## config.mk

```make
export PLATFORM = sky130hd
export DESIGN_NAME = wakeup_and_current_limit_ctrl
export DESIGN_NICKNAME = d
export VERILOG_FILES = /design/src/rtl/wake_limit_pkg.sv /design/src/rtl/wakeup_and_current_limit_ctrl.sv
export SDC_FILE = /design/constraint.sdc
export NUM_CORES = 1
export LEC_CHECK = 0
export BUFFER_PORTS_ARGS = -buffer_cell sky130_fd_sc_hd__buf_2
export CORE_MARGIN = 3
export CORE_UTILIZATION = 60
export CTS_CLUSTER_DIAMETER = 40
export CTS_CLUSTER_SIZE = 40
export DETAILED_ROUTE_END_ITERATION = 10
export GPL_TIMING_DRIVEN = 0
export PLACE_DENSITY = 0.8
export SYNTH_ARGS = -nofsm -noshare
export SYNTH_HDL_FRONTEND = slang
export SYNTH_SLANG_ARGS = --single-unit
```

## constraint.sdc

```tcl
create_clock -name SYS_CLK -period 3.3 [get_ports SYS_CLK]
set_input_delay 0.165 -clock SYS_CLK [delete_from_list [all_inputs] [get_ports SYS_CLK]]
set_output_delay 0.165 -clock SYS_CLK [all_outputs]
set_load 0.005 [all_outputs]
```

## src/rtl/wake_limit_pkg.sv

```systemverilog
// Constants, types and timing figures for the wake-up and current-limit control.
// Assumes one 25 MHz system clock; analog comparators arrive as digital levels.
// Functional notes
// [RQ1] Mode pin low straps, high uses registers
// [RQ2] Controller inverts line about 80 us
// [RQ3] Driver off: valid receive toggle pulses wake
// [RQ4] Driver on: valid limit current pulses wake
// [RQ5] Too short or long current: no wake
// [RQ6] Register mode also sets wake flag
// [RQ7] Register mode disable bit suppresses wake
// [RQ8] Strap mode wake always enabled
// [RQ9] Auxiliary channel never raises wake
// [RQ10] Controller enters receive within 500 us
// [RQ11] Separate limit settings per channel
// [RQ12] Floating strap: report only, no blanking
// [RQ13] Grounded strap: controller mode, no fault
// [RQ14] Controller mode sinks when driver off
// [RQ15] Register limit from bits 7 to 5
// [RQ16] Auto retry: on for blank each interval
// [RQ17] Strap mode fault drives fault low
// [RQ18] Timing measured by parameterised counters
package wake_limit_pkg;
  // ***************************************************
  // Timing
  // ***************************************************
  localparam int CLK_MHZ = 25;
  localparam int WAKE_MIN_US = 60;
  localparam int WAKE_MAX_US = 110;
  localparam int WAKE_PULSE_US = 100;
  localparam int BLANK_US = 200;
  localparam int RETRY_US = 10000;
  localparam int WAKE_MIN_CYC = WAKE_MIN_US * CLK_MHZ;
  localparam int WAKE_MAX_CYC = WAKE_MAX_US * CLK_MHZ;
  localparam int WAKE_PULSE_CYC = WAKE_PULSE_US * CLK_MHZ;
  localparam int BLANK_CYC = BLANK_US * CLK_MHZ;
  localparam int RETRY_CYC = RETRY_US * CLK_MHZ;
  // ***************************************************
  // Fields and encodings
  // ***************************************************
  localparam int LIM_MSB = 7;
  localparam int LIM_LSB = 5;
  localparam logic [7:0] LIMIT_REG_RST = 8'h00;
  // Strap condition as sensed by the analog front end
  typedef enum logic [1:0] {
    STRAP_RES = 2'b00,
    STRAP_GND = 2'b01,
    STRAP_OPEN = 2'b10
  } strap_t;
  // Per-channel fault policy
  typedef struct packed {
    logic report;
    logic blank;
    logic retry;
    logic ctrl_mode;
  } policy_t;
  // Per-channel analog status
  typedef struct packed {
    logic drv_en;
    logic over_cur;
  } chan_in_t;
endpackage

```

## src/rtl/wakeup_and_current_limit_ctrl.sv

```systemverilog
// Wake-up detection and over-current policy for a line and an auxiliary channel.
// Assumes comparator, receive and driver-enable levels are asynchronous and synchronised here; transmit and configuration inputs are used unsynchronised.
`timescale 1ns/1ns
module wakeup_and_current_limit_ctrl
  import wake_limit_pkg::*;
#(
  parameter int RETRY_CYCLES = RETRY_CYC,
  parameter int BLANK_CYCLES = BLANK_CYC
) (
  // Clock and reset
  input wire logic SYS_CLK,
  input wire logic RST_N,
  // Mode and configuration
  input wire logic MODE_SERIAL,
  input wire logic WAKE_SIGNAL_DISABLE,
  input wire logic [7:0] LINE_LIMIT_REG,
  input wire logic [7:0] AUX_OUT_LIMIT_REG,
  input wire logic LINE_AUTO_RETRY,
  input wire logic AUX_AUTO_RETRY,
  input wire strap_t LINE_LIMIT_STRAP,
  input wire strap_t AUX_LIMIT_STRAP,
  input wire logic [2:0] STRAP_LIMIT_CODE_LINE,
  input wire logic [2:0] STRAP_LIMIT_CODE_AUX,
  // Line channel
  input wire logic LINE_DRIVER_ENABLE,
  input wire logic LINE_TRANSMIT_IN,
  input wire logic LINE_RECEIVE_OUT,
  input wire logic LINE_OVER_CUR,
  // Auxiliary channel
  input wire logic AUX_DRIVER_ENABLE,
  input wire logic AUX_OVER_CUR,
  // Wake outputs
  output logic WAKE_NOTIFY_PIN_O,
  output logic WAKE_NOTIFY_PIN_OE,
  output logic WAKE_IRQ_FLAG,
  input wire logic WAKE_IRQ_CLEAR,
  output logic WAKE_HIGH_LEVEL,
  // Driver control and faults
  output logic [2:0] LINE_OUTPUT_CURRENT_LIMIT,
  output logic [2:0] AUX_OUTPUT_CURRENT_LIMIT,
  output logic LINE_OUT_ALLOW,
  output logic AUX_OUT_ALLOW,
  output logic LINE_SINK_ON,
  output logic AUX_SINK_ON,
  output logic LINE_FAULT_N_O,
  output logic LINE_FAULT_N_OE,
  output logic AUX_FAULT_N_O,
  output logic AUX_FAULT_N_OE
);
  // ***************************************************
  // Input synchronisers: three stages, second and third must agree
  // ***************************************************
  localparam int NSYNC = 5;
  logic [NSYNC-1:0] raw_in;
  logic [NSYNC-1:0] s1_reg, s2_reg, s3_reg, clean_reg;
  assign raw_in = {AUX_OVER_CUR, LINE_OVER_CUR, LINE_RECEIVE_OUT,
                   LINE_DRIVER_ENABLE, AUX_DRIVER_ENABLE};
  // Sync chain
  always_ff @(posedge SYS_CLK) begin
    if (!RST_N) begin
      s1_reg <= '0;
      s2_reg <= '0;
      s3_reg <= '0;
    end else begin
      s1_reg <= raw_in;
      s2_reg <= s1_reg;
      s3_reg <= s2_reg;
    end
  end
  // Accept a level once two late stages agree; filters one-cycle glitches
  always_ff @(posedge SYS_CLK) begin
    if (!RST_N) begin
      clean_reg <= '0;
    end else begin
      for (int i = 0; i < NSYNC; i++) begin
        if (s2_reg[i] == s3_reg[i]) begin
          clean_reg[i] <= s3_reg[i];
        end
      end
    end
  end
  chan_in_t line_in, aux_in;
  logic rx_lvl;
  assign line_in = '{drv_en: clean_reg[1], over_cur: clean_reg[3]};
  assign aux_in = '{drv_en: clean_reg[0], over_cur: clean_reg[4]};
  assign rx_lvl = clean_reg[2];

  // ***************************************************
  // Wake window measurement
  // ***************************************************
  logic rx_last_reg;
  logic [15:0] win_reg; // Cycles the candidate condition has held
  logic cand; // Condition that may be a wake pulse
  logic cand_last_reg;
  logic wake_evt; // One-cycle valid wake
  logic wake_en;
  logic [2:0] settle_reg; // Cycles since reset, saturating at SETTLE_CYC
  logic primed; // Chain flushed, so the receive baseline is valid
  localparam int SETTLE_CYC = 6;
  // Baseline follows the chain until it flushes: its reset value is no toggle
  always_ff @(posedge SYS_CLK) begin
    if (!RST_N) begin
      settle_reg <= '0;
    end else if (!primed) begin
      settle_reg <= settle_reg + 3'd1;
    end
  end
  assign primed = (settle_reg == 3'(SETTLE_CYC));
  // Driver off: receive level changed; driver on: limit current present
  assign cand = primed && (line_in.drv_en ? line_in.over_cur // RQ4
                                          : (rx_lvl != rx_last_reg)); // RQ3
  // Strap mode ignores the disable bit entirely
  assign wake_en = !(MODE_SERIAL && WAKE_SIGNAL_DISABLE); // RQ7 RQ8 RQ1
  // Remember receive level at start of a toggle; it holds while toggled
  always_ff @(posedge SYS_CLK) begin
    if (!RST_N) begin
      rx_last_reg <= 1'b0;
    end else if (line_in.drv_en || !cand) begin
      rx_last_reg <= rx_lvl;
    end else if (win_reg >= 16'(WAKE_MAX_CYC)) begin
      rx_last_reg <= rx_lvl; // Too long: new level becomes the baseline
    end
  end
  // Window counter saturates just past the maximum
  always_ff @(posedge SYS_CLK) begin
    if (!RST_N) begin
      win_reg <= '0;
      cand_last_reg <= 1'b0;
    end else begin
      cand_last_reg <= cand;
      if (!cand) begin
        win_reg <= '0;
      end else if (win_reg <= 16'(WAKE_MAX_CYC)) begin
        win_reg <= win_reg + 16'd1; // RQ18
      end
    end
  end
  // A wake is the end of a candidate whose length fell inside the window
  assign wake_evt = cand_last_reg && !cand && wake_en
                    && win_reg > 16'(WAKE_MIN_CYC) && win_reg < 16'(WAKE_MAX_CYC); // RQ5 RQ9

  // ***************************************************
  // Wake pulse and flag
  // ***************************************************
  logic [15:0] pulse_reg;
  // Open-drain low pulse for the indication time
  always_ff @(posedge SYS_CLK) begin
    if (!RST_N) begin
      pulse_reg <= '0;
    end else if (wake_evt) begin
      pulse_reg <= 16'(WAKE_PULSE_CYC); // RQ3 RQ4
    end else if (pulse_reg != 16'd0) begin
      pulse_reg <= pulse_reg - 16'd1;
    end
  end
  assign WAKE_NOTIFY_PIN_O = 1'b0;
  assign WAKE_NOTIFY_PIN_OE = (pulse_reg != 16'd0);
  // Sticky flag in register mode; a new wake beats a clear
  always_ff @(posedge SYS_CLK) begin
    if (!RST_N) begin
      WAKE_IRQ_FLAG <= 1'b0;
    end else if (wake_evt && MODE_SERIAL) begin
      WAKE_IRQ_FLAG <= 1'b1; // RQ6
    end else if (WAKE_IRQ_CLEAR) begin
      WAKE_IRQ_FLAG <= 1'b0;
    end
  end
  // Driver on: transmit high means a high-level request; driver off: the receive level from before the toggle
  always_ff @(posedge SYS_CLK) begin
    if (!RST_N) begin
      WAKE_HIGH_LEVEL <= 1'b0;
    end else if (wake_evt) begin
      WAKE_HIGH_LEVEL <= line_in.drv_en ? LINE_TRANSMIT_IN : rx_last_reg; // RQ4
    end
  end

  // ***************************************************
  // Current limit selection, one setting per channel
  // ***************************************************
  always_ff @(posedge SYS_CLK) begin
    if (!RST_N) begin
      LINE_OUTPUT_CURRENT_LIMIT <= LIMIT_REG_RST[LIM_MSB:LIM_LSB];
      AUX_OUTPUT_CURRENT_LIMIT <= LIMIT_REG_RST[LIM_MSB:LIM_LSB];
    end else begin
      LINE_OUTPUT_CURRENT_LIMIT <= MODE_SERIAL ? LINE_LIMIT_REG[LIM_MSB:LIM_LSB]
                                               : STRAP_LIMIT_CODE_LINE; // RQ11 RQ15
      AUX_OUTPUT_CURRENT_LIMIT <= MODE_SERIAL ? AUX_OUT_LIMIT_REG[LIM_MSB:LIM_LSB]
                                              : STRAP_LIMIT_CODE_AUX; // RQ11 RQ15
    end
  end

  // ***************************************************
  // Fault policy per channel
  // ***************************************************
  function automatic policy_t pick(logic serial, strap_t s, logic retry_en);
    policy_t p;
    p = '{report: 1'b1, blank: 1'b1, retry: 1'b1, ctrl_mode: 1'b0};
    if (serial) begin
      p.retry = retry_en;
    end else if (s == STRAP_OPEN) begin
      p = '{report: 1'b1, blank: 1'b0, retry: 1'b0, ctrl_mode: 1'b0}; // RQ12
    end else if (s == STRAP_GND) begin
      p = '{report: 1'b0, blank: 1'b0, retry: 1'b0, ctrl_mode: 1'b1}; // RQ13
    end
    return p;
  endfunction
  policy_t pol [2];
  assign pol[0] = pick(MODE_SERIAL, LINE_LIMIT_STRAP, LINE_AUTO_RETRY);
  assign pol[1] = pick(MODE_SERIAL, AUX_LIMIT_STRAP, AUX_AUTO_RETRY);
  chan_in_t cin [2];
  assign cin[0] = line_in;
  assign cin[1] = aux_in;
  logic [1:0] allow, sink, fault;
  logic [1:0] fault_reg; // Registered fault state per channel
  logic [1:0] off_reg; // Output turned off by auto retry
  logic [23:0] blk_reg [2];
  logic [23:0] ret_reg [2];
  for (genvar c = 0; c < 2; c++) begin : g_ch
    // Blanking, fault detection and retry timing
    always_ff @(posedge SYS_CLK) begin
      if (!RST_N) begin
        blk_reg[c] <= '0;
        ret_reg[c] <= '0;
        fault_reg[c] <= 1'b0;
        off_reg[c] <= 1'b0;
      end else if (!cin[c].drv_en || pol[c].ctrl_mode) begin
        // Indicator inactive while the driver is off or the channel is in controller mode
        blk_reg[c] <= '0;
        ret_reg[c] <= '0;
        fault_reg[c] <= 1'b0;
        off_reg[c] <= 1'b0;
      end else if (off_reg[c]) begin
        if (ret_reg[c] < 24'(RETRY_CYCLES)) begin
          ret_reg[c] <= ret_reg[c] + 24'd1;
        end else begin
          ret_reg[c] <= '0; // Retry: on again for one blank interval
          off_reg[c] <= 1'b0;
          blk_reg[c] <= '0; // RQ16
        end
      end else if (cin[c].over_cur) begin
        if (!pol[c].blank || blk_reg[c] >= 24'(BLANK_CYCLES)) begin
          fault_reg[c] <= pol[c].report; // RQ12
          off_reg[c] <= pol[c].retry; // RQ16
        end else begin
          blk_reg[c] <= blk_reg[c] + 24'd1; // RQ18
        end
      end else begin
        blk_reg[c] <= '0;
        fault_reg[c] <= 1'b0; // Over-current gone
      end
    end
    assign allow[c] = !off_reg[c];
    assign sink[c] = pol[c].ctrl_mode && !cin[c].drv_en; // RQ14
    assign fault[c] = fault_reg[c] && !MODE_SERIAL; // RQ17
  end
  assign LINE_OUT_ALLOW = allow[0];
  assign AUX_OUT_ALLOW = allow[1];
  assign LINE_SINK_ON = sink[0];
  assign AUX_SINK_ON = sink[1];
  assign LINE_FAULT_N_O = 1'b0;
  assign LINE_FAULT_N_OE = fault[0];
  assign AUX_FAULT_N_O = 1'b0;
  assign AUX_FAULT_N_OE = fault[1];
endmodule

```

==> flow_summary.ini <==
[logic_synthesis]
async_flop_share_pct = 0
synth_compound_area_share_pct = 6.72
synth_most_common_cell = nor2_1
synth_top_area_cell = edfxtp_1
synth_area_mm2 = 0.00734
synth_top_family_by_area = simple AND/OR/NAND/NOR gates
post_synth_xor_area_fraction_pct = 7.16
syn_avg_cell_area_um2 = 10.6
synth_common_cells = nor2_1 (119), edfxtp_1 (96), dfxtp_1 (69)
synth_top_area_share_pct = 39.3
ys.flop_type = edfxtp_1
synth_edf_count = 96
synthAdderAreaFrac_pct = 2.22
yosys_warnings = 0
synth_seq_cells = 165
muxShareOfSynthArea_pct = 2.47
synth-simple-area-share_pct = 20.5
synth_cell_types = 50
synthTopCellsByArea = edfxtp_1 (39%), dfxtp_1 (19%), nor2_1 (6.1%), xor2_1 (3.9%), xnor2_1 (3.2%)
seq_area_frac_synth_pct = 58.1
netlist_instances = 691

[clock_network]
post_cts_buffers = 0
clk_path_buf_depth = 2
worstSkewPairLatency_ns = 0.42
cts.sinks = 165
cts_made_buffers = 17
clkTransAtPathRegs_ns = 0.06
clockRootBuffer = clkbuf_16
tritoncts = yes
htreeDepth = 4

[drt]
drc = 0
viasPerCell = 5.58
antenna_left = 0
dr.pass1.iters = 6
dr.first_iter.drc_count = 307
wirelength_um = 14400
wl_per_cell_um = 15.1
route.vias.total = 5326

[global_routing]
use_met1_pct = 27.2
grt_pass1_vias = 5212
grt_overflow_total = 0
antenna_found_initial = 0
global_route.peak_usage_layer = met2
met3_usage_pct = 4.51
grt_use_met2_pct = 38.4
grt_max_degree = 25
grt_pass1_wl_um = 23800
grtUsageTotal_pct = 22.3

[run_status]
outcome = finished, final reports clean

[power]
power.leakage_nw = 3.27
irDropWorstVdd_v = 0.000383
p_per_area_mw_per_mm2 = 605

[cells_and_area]
antenna_cells = 0
final_cell_area_mm2 = 0.00861
fin_cells = 955
drive_above_1_share_pct = 11.0
n_fill_cell = 769
nNetsFinal = 851
area_growth_pct = 17.4

[die]
chipHeight_um = 117
die_w_um = 117
rows = 39
core_area_mm2 = 0.0117
start_util_pct = 62.9
die_area_mm2 = 0.0136
io_pins = 57

[sta]
worst_hold_slack_ns = 0.0172
final_max_slew_viol_count = 0
fin_crit_sh_pct = 86.4
fin_crit_ns = 2.85
hold_violations = 0
setup-tns-final_ns = 0
fmax_ghz = 0.351
tightest_slew_ns = 1.03
finClkSkew_ns = 0.00726
maxSlewHeadroom_pct = 31.4
rsz0062_at_grt = no
finalSetupViolations = 0

[placement]
io_buffers = 42
dpl-instance-area_mm2 = 0.00787
place_inst = 912
routabilityCongestion = 0.896
dpl.hpwl_um = 9760

[hold_path]
hold_path.class = in2reg

[setup_path]
cp_max_fo = 24
path_class = reg2reg
cp_data_required_time_ns = 3.34
cp.arrival_ns = 2.89
end_kind = register
crit_path_start_kind = register
ff2ff_setup_slack_ns = 0.45

[run]
drv_cap = 0
[power breakdown]
group | total (mW) | switching (mW) | internal [mW] | leakage, nW
Clock | 2.09 | 0.796 | 1.29 | 0.311
Sequential | 2.36 | 0.0901 | 2.27 | 1.69
Combinational | 0.760 | 0.430 | 0.330 | 1.27
Total | 5.21 | 1.32 | 3.90 | 3.27
[cell type report]
| type | count | area (um^2) | share of cell area [%] |
|---|---|---|---|
| inverters | 30 | 113 | 1.31 |
| plain buffers | 21 | 91.3 | 1.06 |
| clock buffers | 23 | 532 | 6.17 |
| clock inverters | 9 | 108 | 1.25 |
| flip-flops and latches | 165 | 4260 | 49.5 |
| well taps | 143 | 179 | 2.08 |
| repair buffers | 53 | 320 | 3.72 |
| multi-input cells | 511 | 3010 | 34.9 |
[critical path, cell delays in order (launching register included)]
cell and delay [ns]:
edfxtp_1 0.46, or4_1 0.54, a211o_1 0.33, a21oi_1 0.19
nand3b_1 0.13, and2_1 0.81
[final timing paths]
path | from | endpoint | cells after the start
worst max register to register | blk_reg[1][5] | blk_reg[1][8] | 5
worst min-delay path | LINE_LIMIT_REG[5] | LINE_OUTPUT_CURRENT_LIMIT[0] | 3
worst min register to register | s1_reg[3] | s2_reg[3] | 1
worst max-delay path | blk_reg[1][5] | blk_reg[1][8] | 5
[placed cells by master (no fill, tap or decap), drive strengths merged, types with 21 or more instances in the layout]
cell type  count
nor2         119
edfxtp        96
dfxtp         69
buf           48
nand2         47
clkbuf        38
conb          37
xor2          33
inv           33
xnor2         27
nand3         25
a21oi         22
and2          21
[through the flow]
stage               setup slack (ns)  utilization, %  power (mW)
floorplan                      0.786               -        2.95
global placement               0.502            67.4        3.08
detailed placement             0.454            67.4        3.13
CTS                            0.430            73.9        5.22
global route                   0.282            73.9        5.43
finish                         0.448            73.9        5.21
[routing by layer]
layer | up-vias | part of all wire (%)
li1 | 2621 | -
met1 | 2527 | 42
met2 | 150 | 52
met3 | 28 | 4.4
met4 | 0 | 2.3
met5 | - | 0
[kinds of logic after synthesis]
group | Yosys count
muxes | 18
other | 1
AOI/OAI and AO/OA | 77
xor gates and xnor gates | 60
adders and majority gates | 13
DFF | 165
and+or+nand+nor | 306
buffers and inverters | 51
[timing repair]
item | 4_1_cts | 5_1_grt
hold endpoints to repair | 9 | 0
hold buffers | 11 | 0
gates resized for setup | 0 | 0
Power figures use the tool's default switching activity.
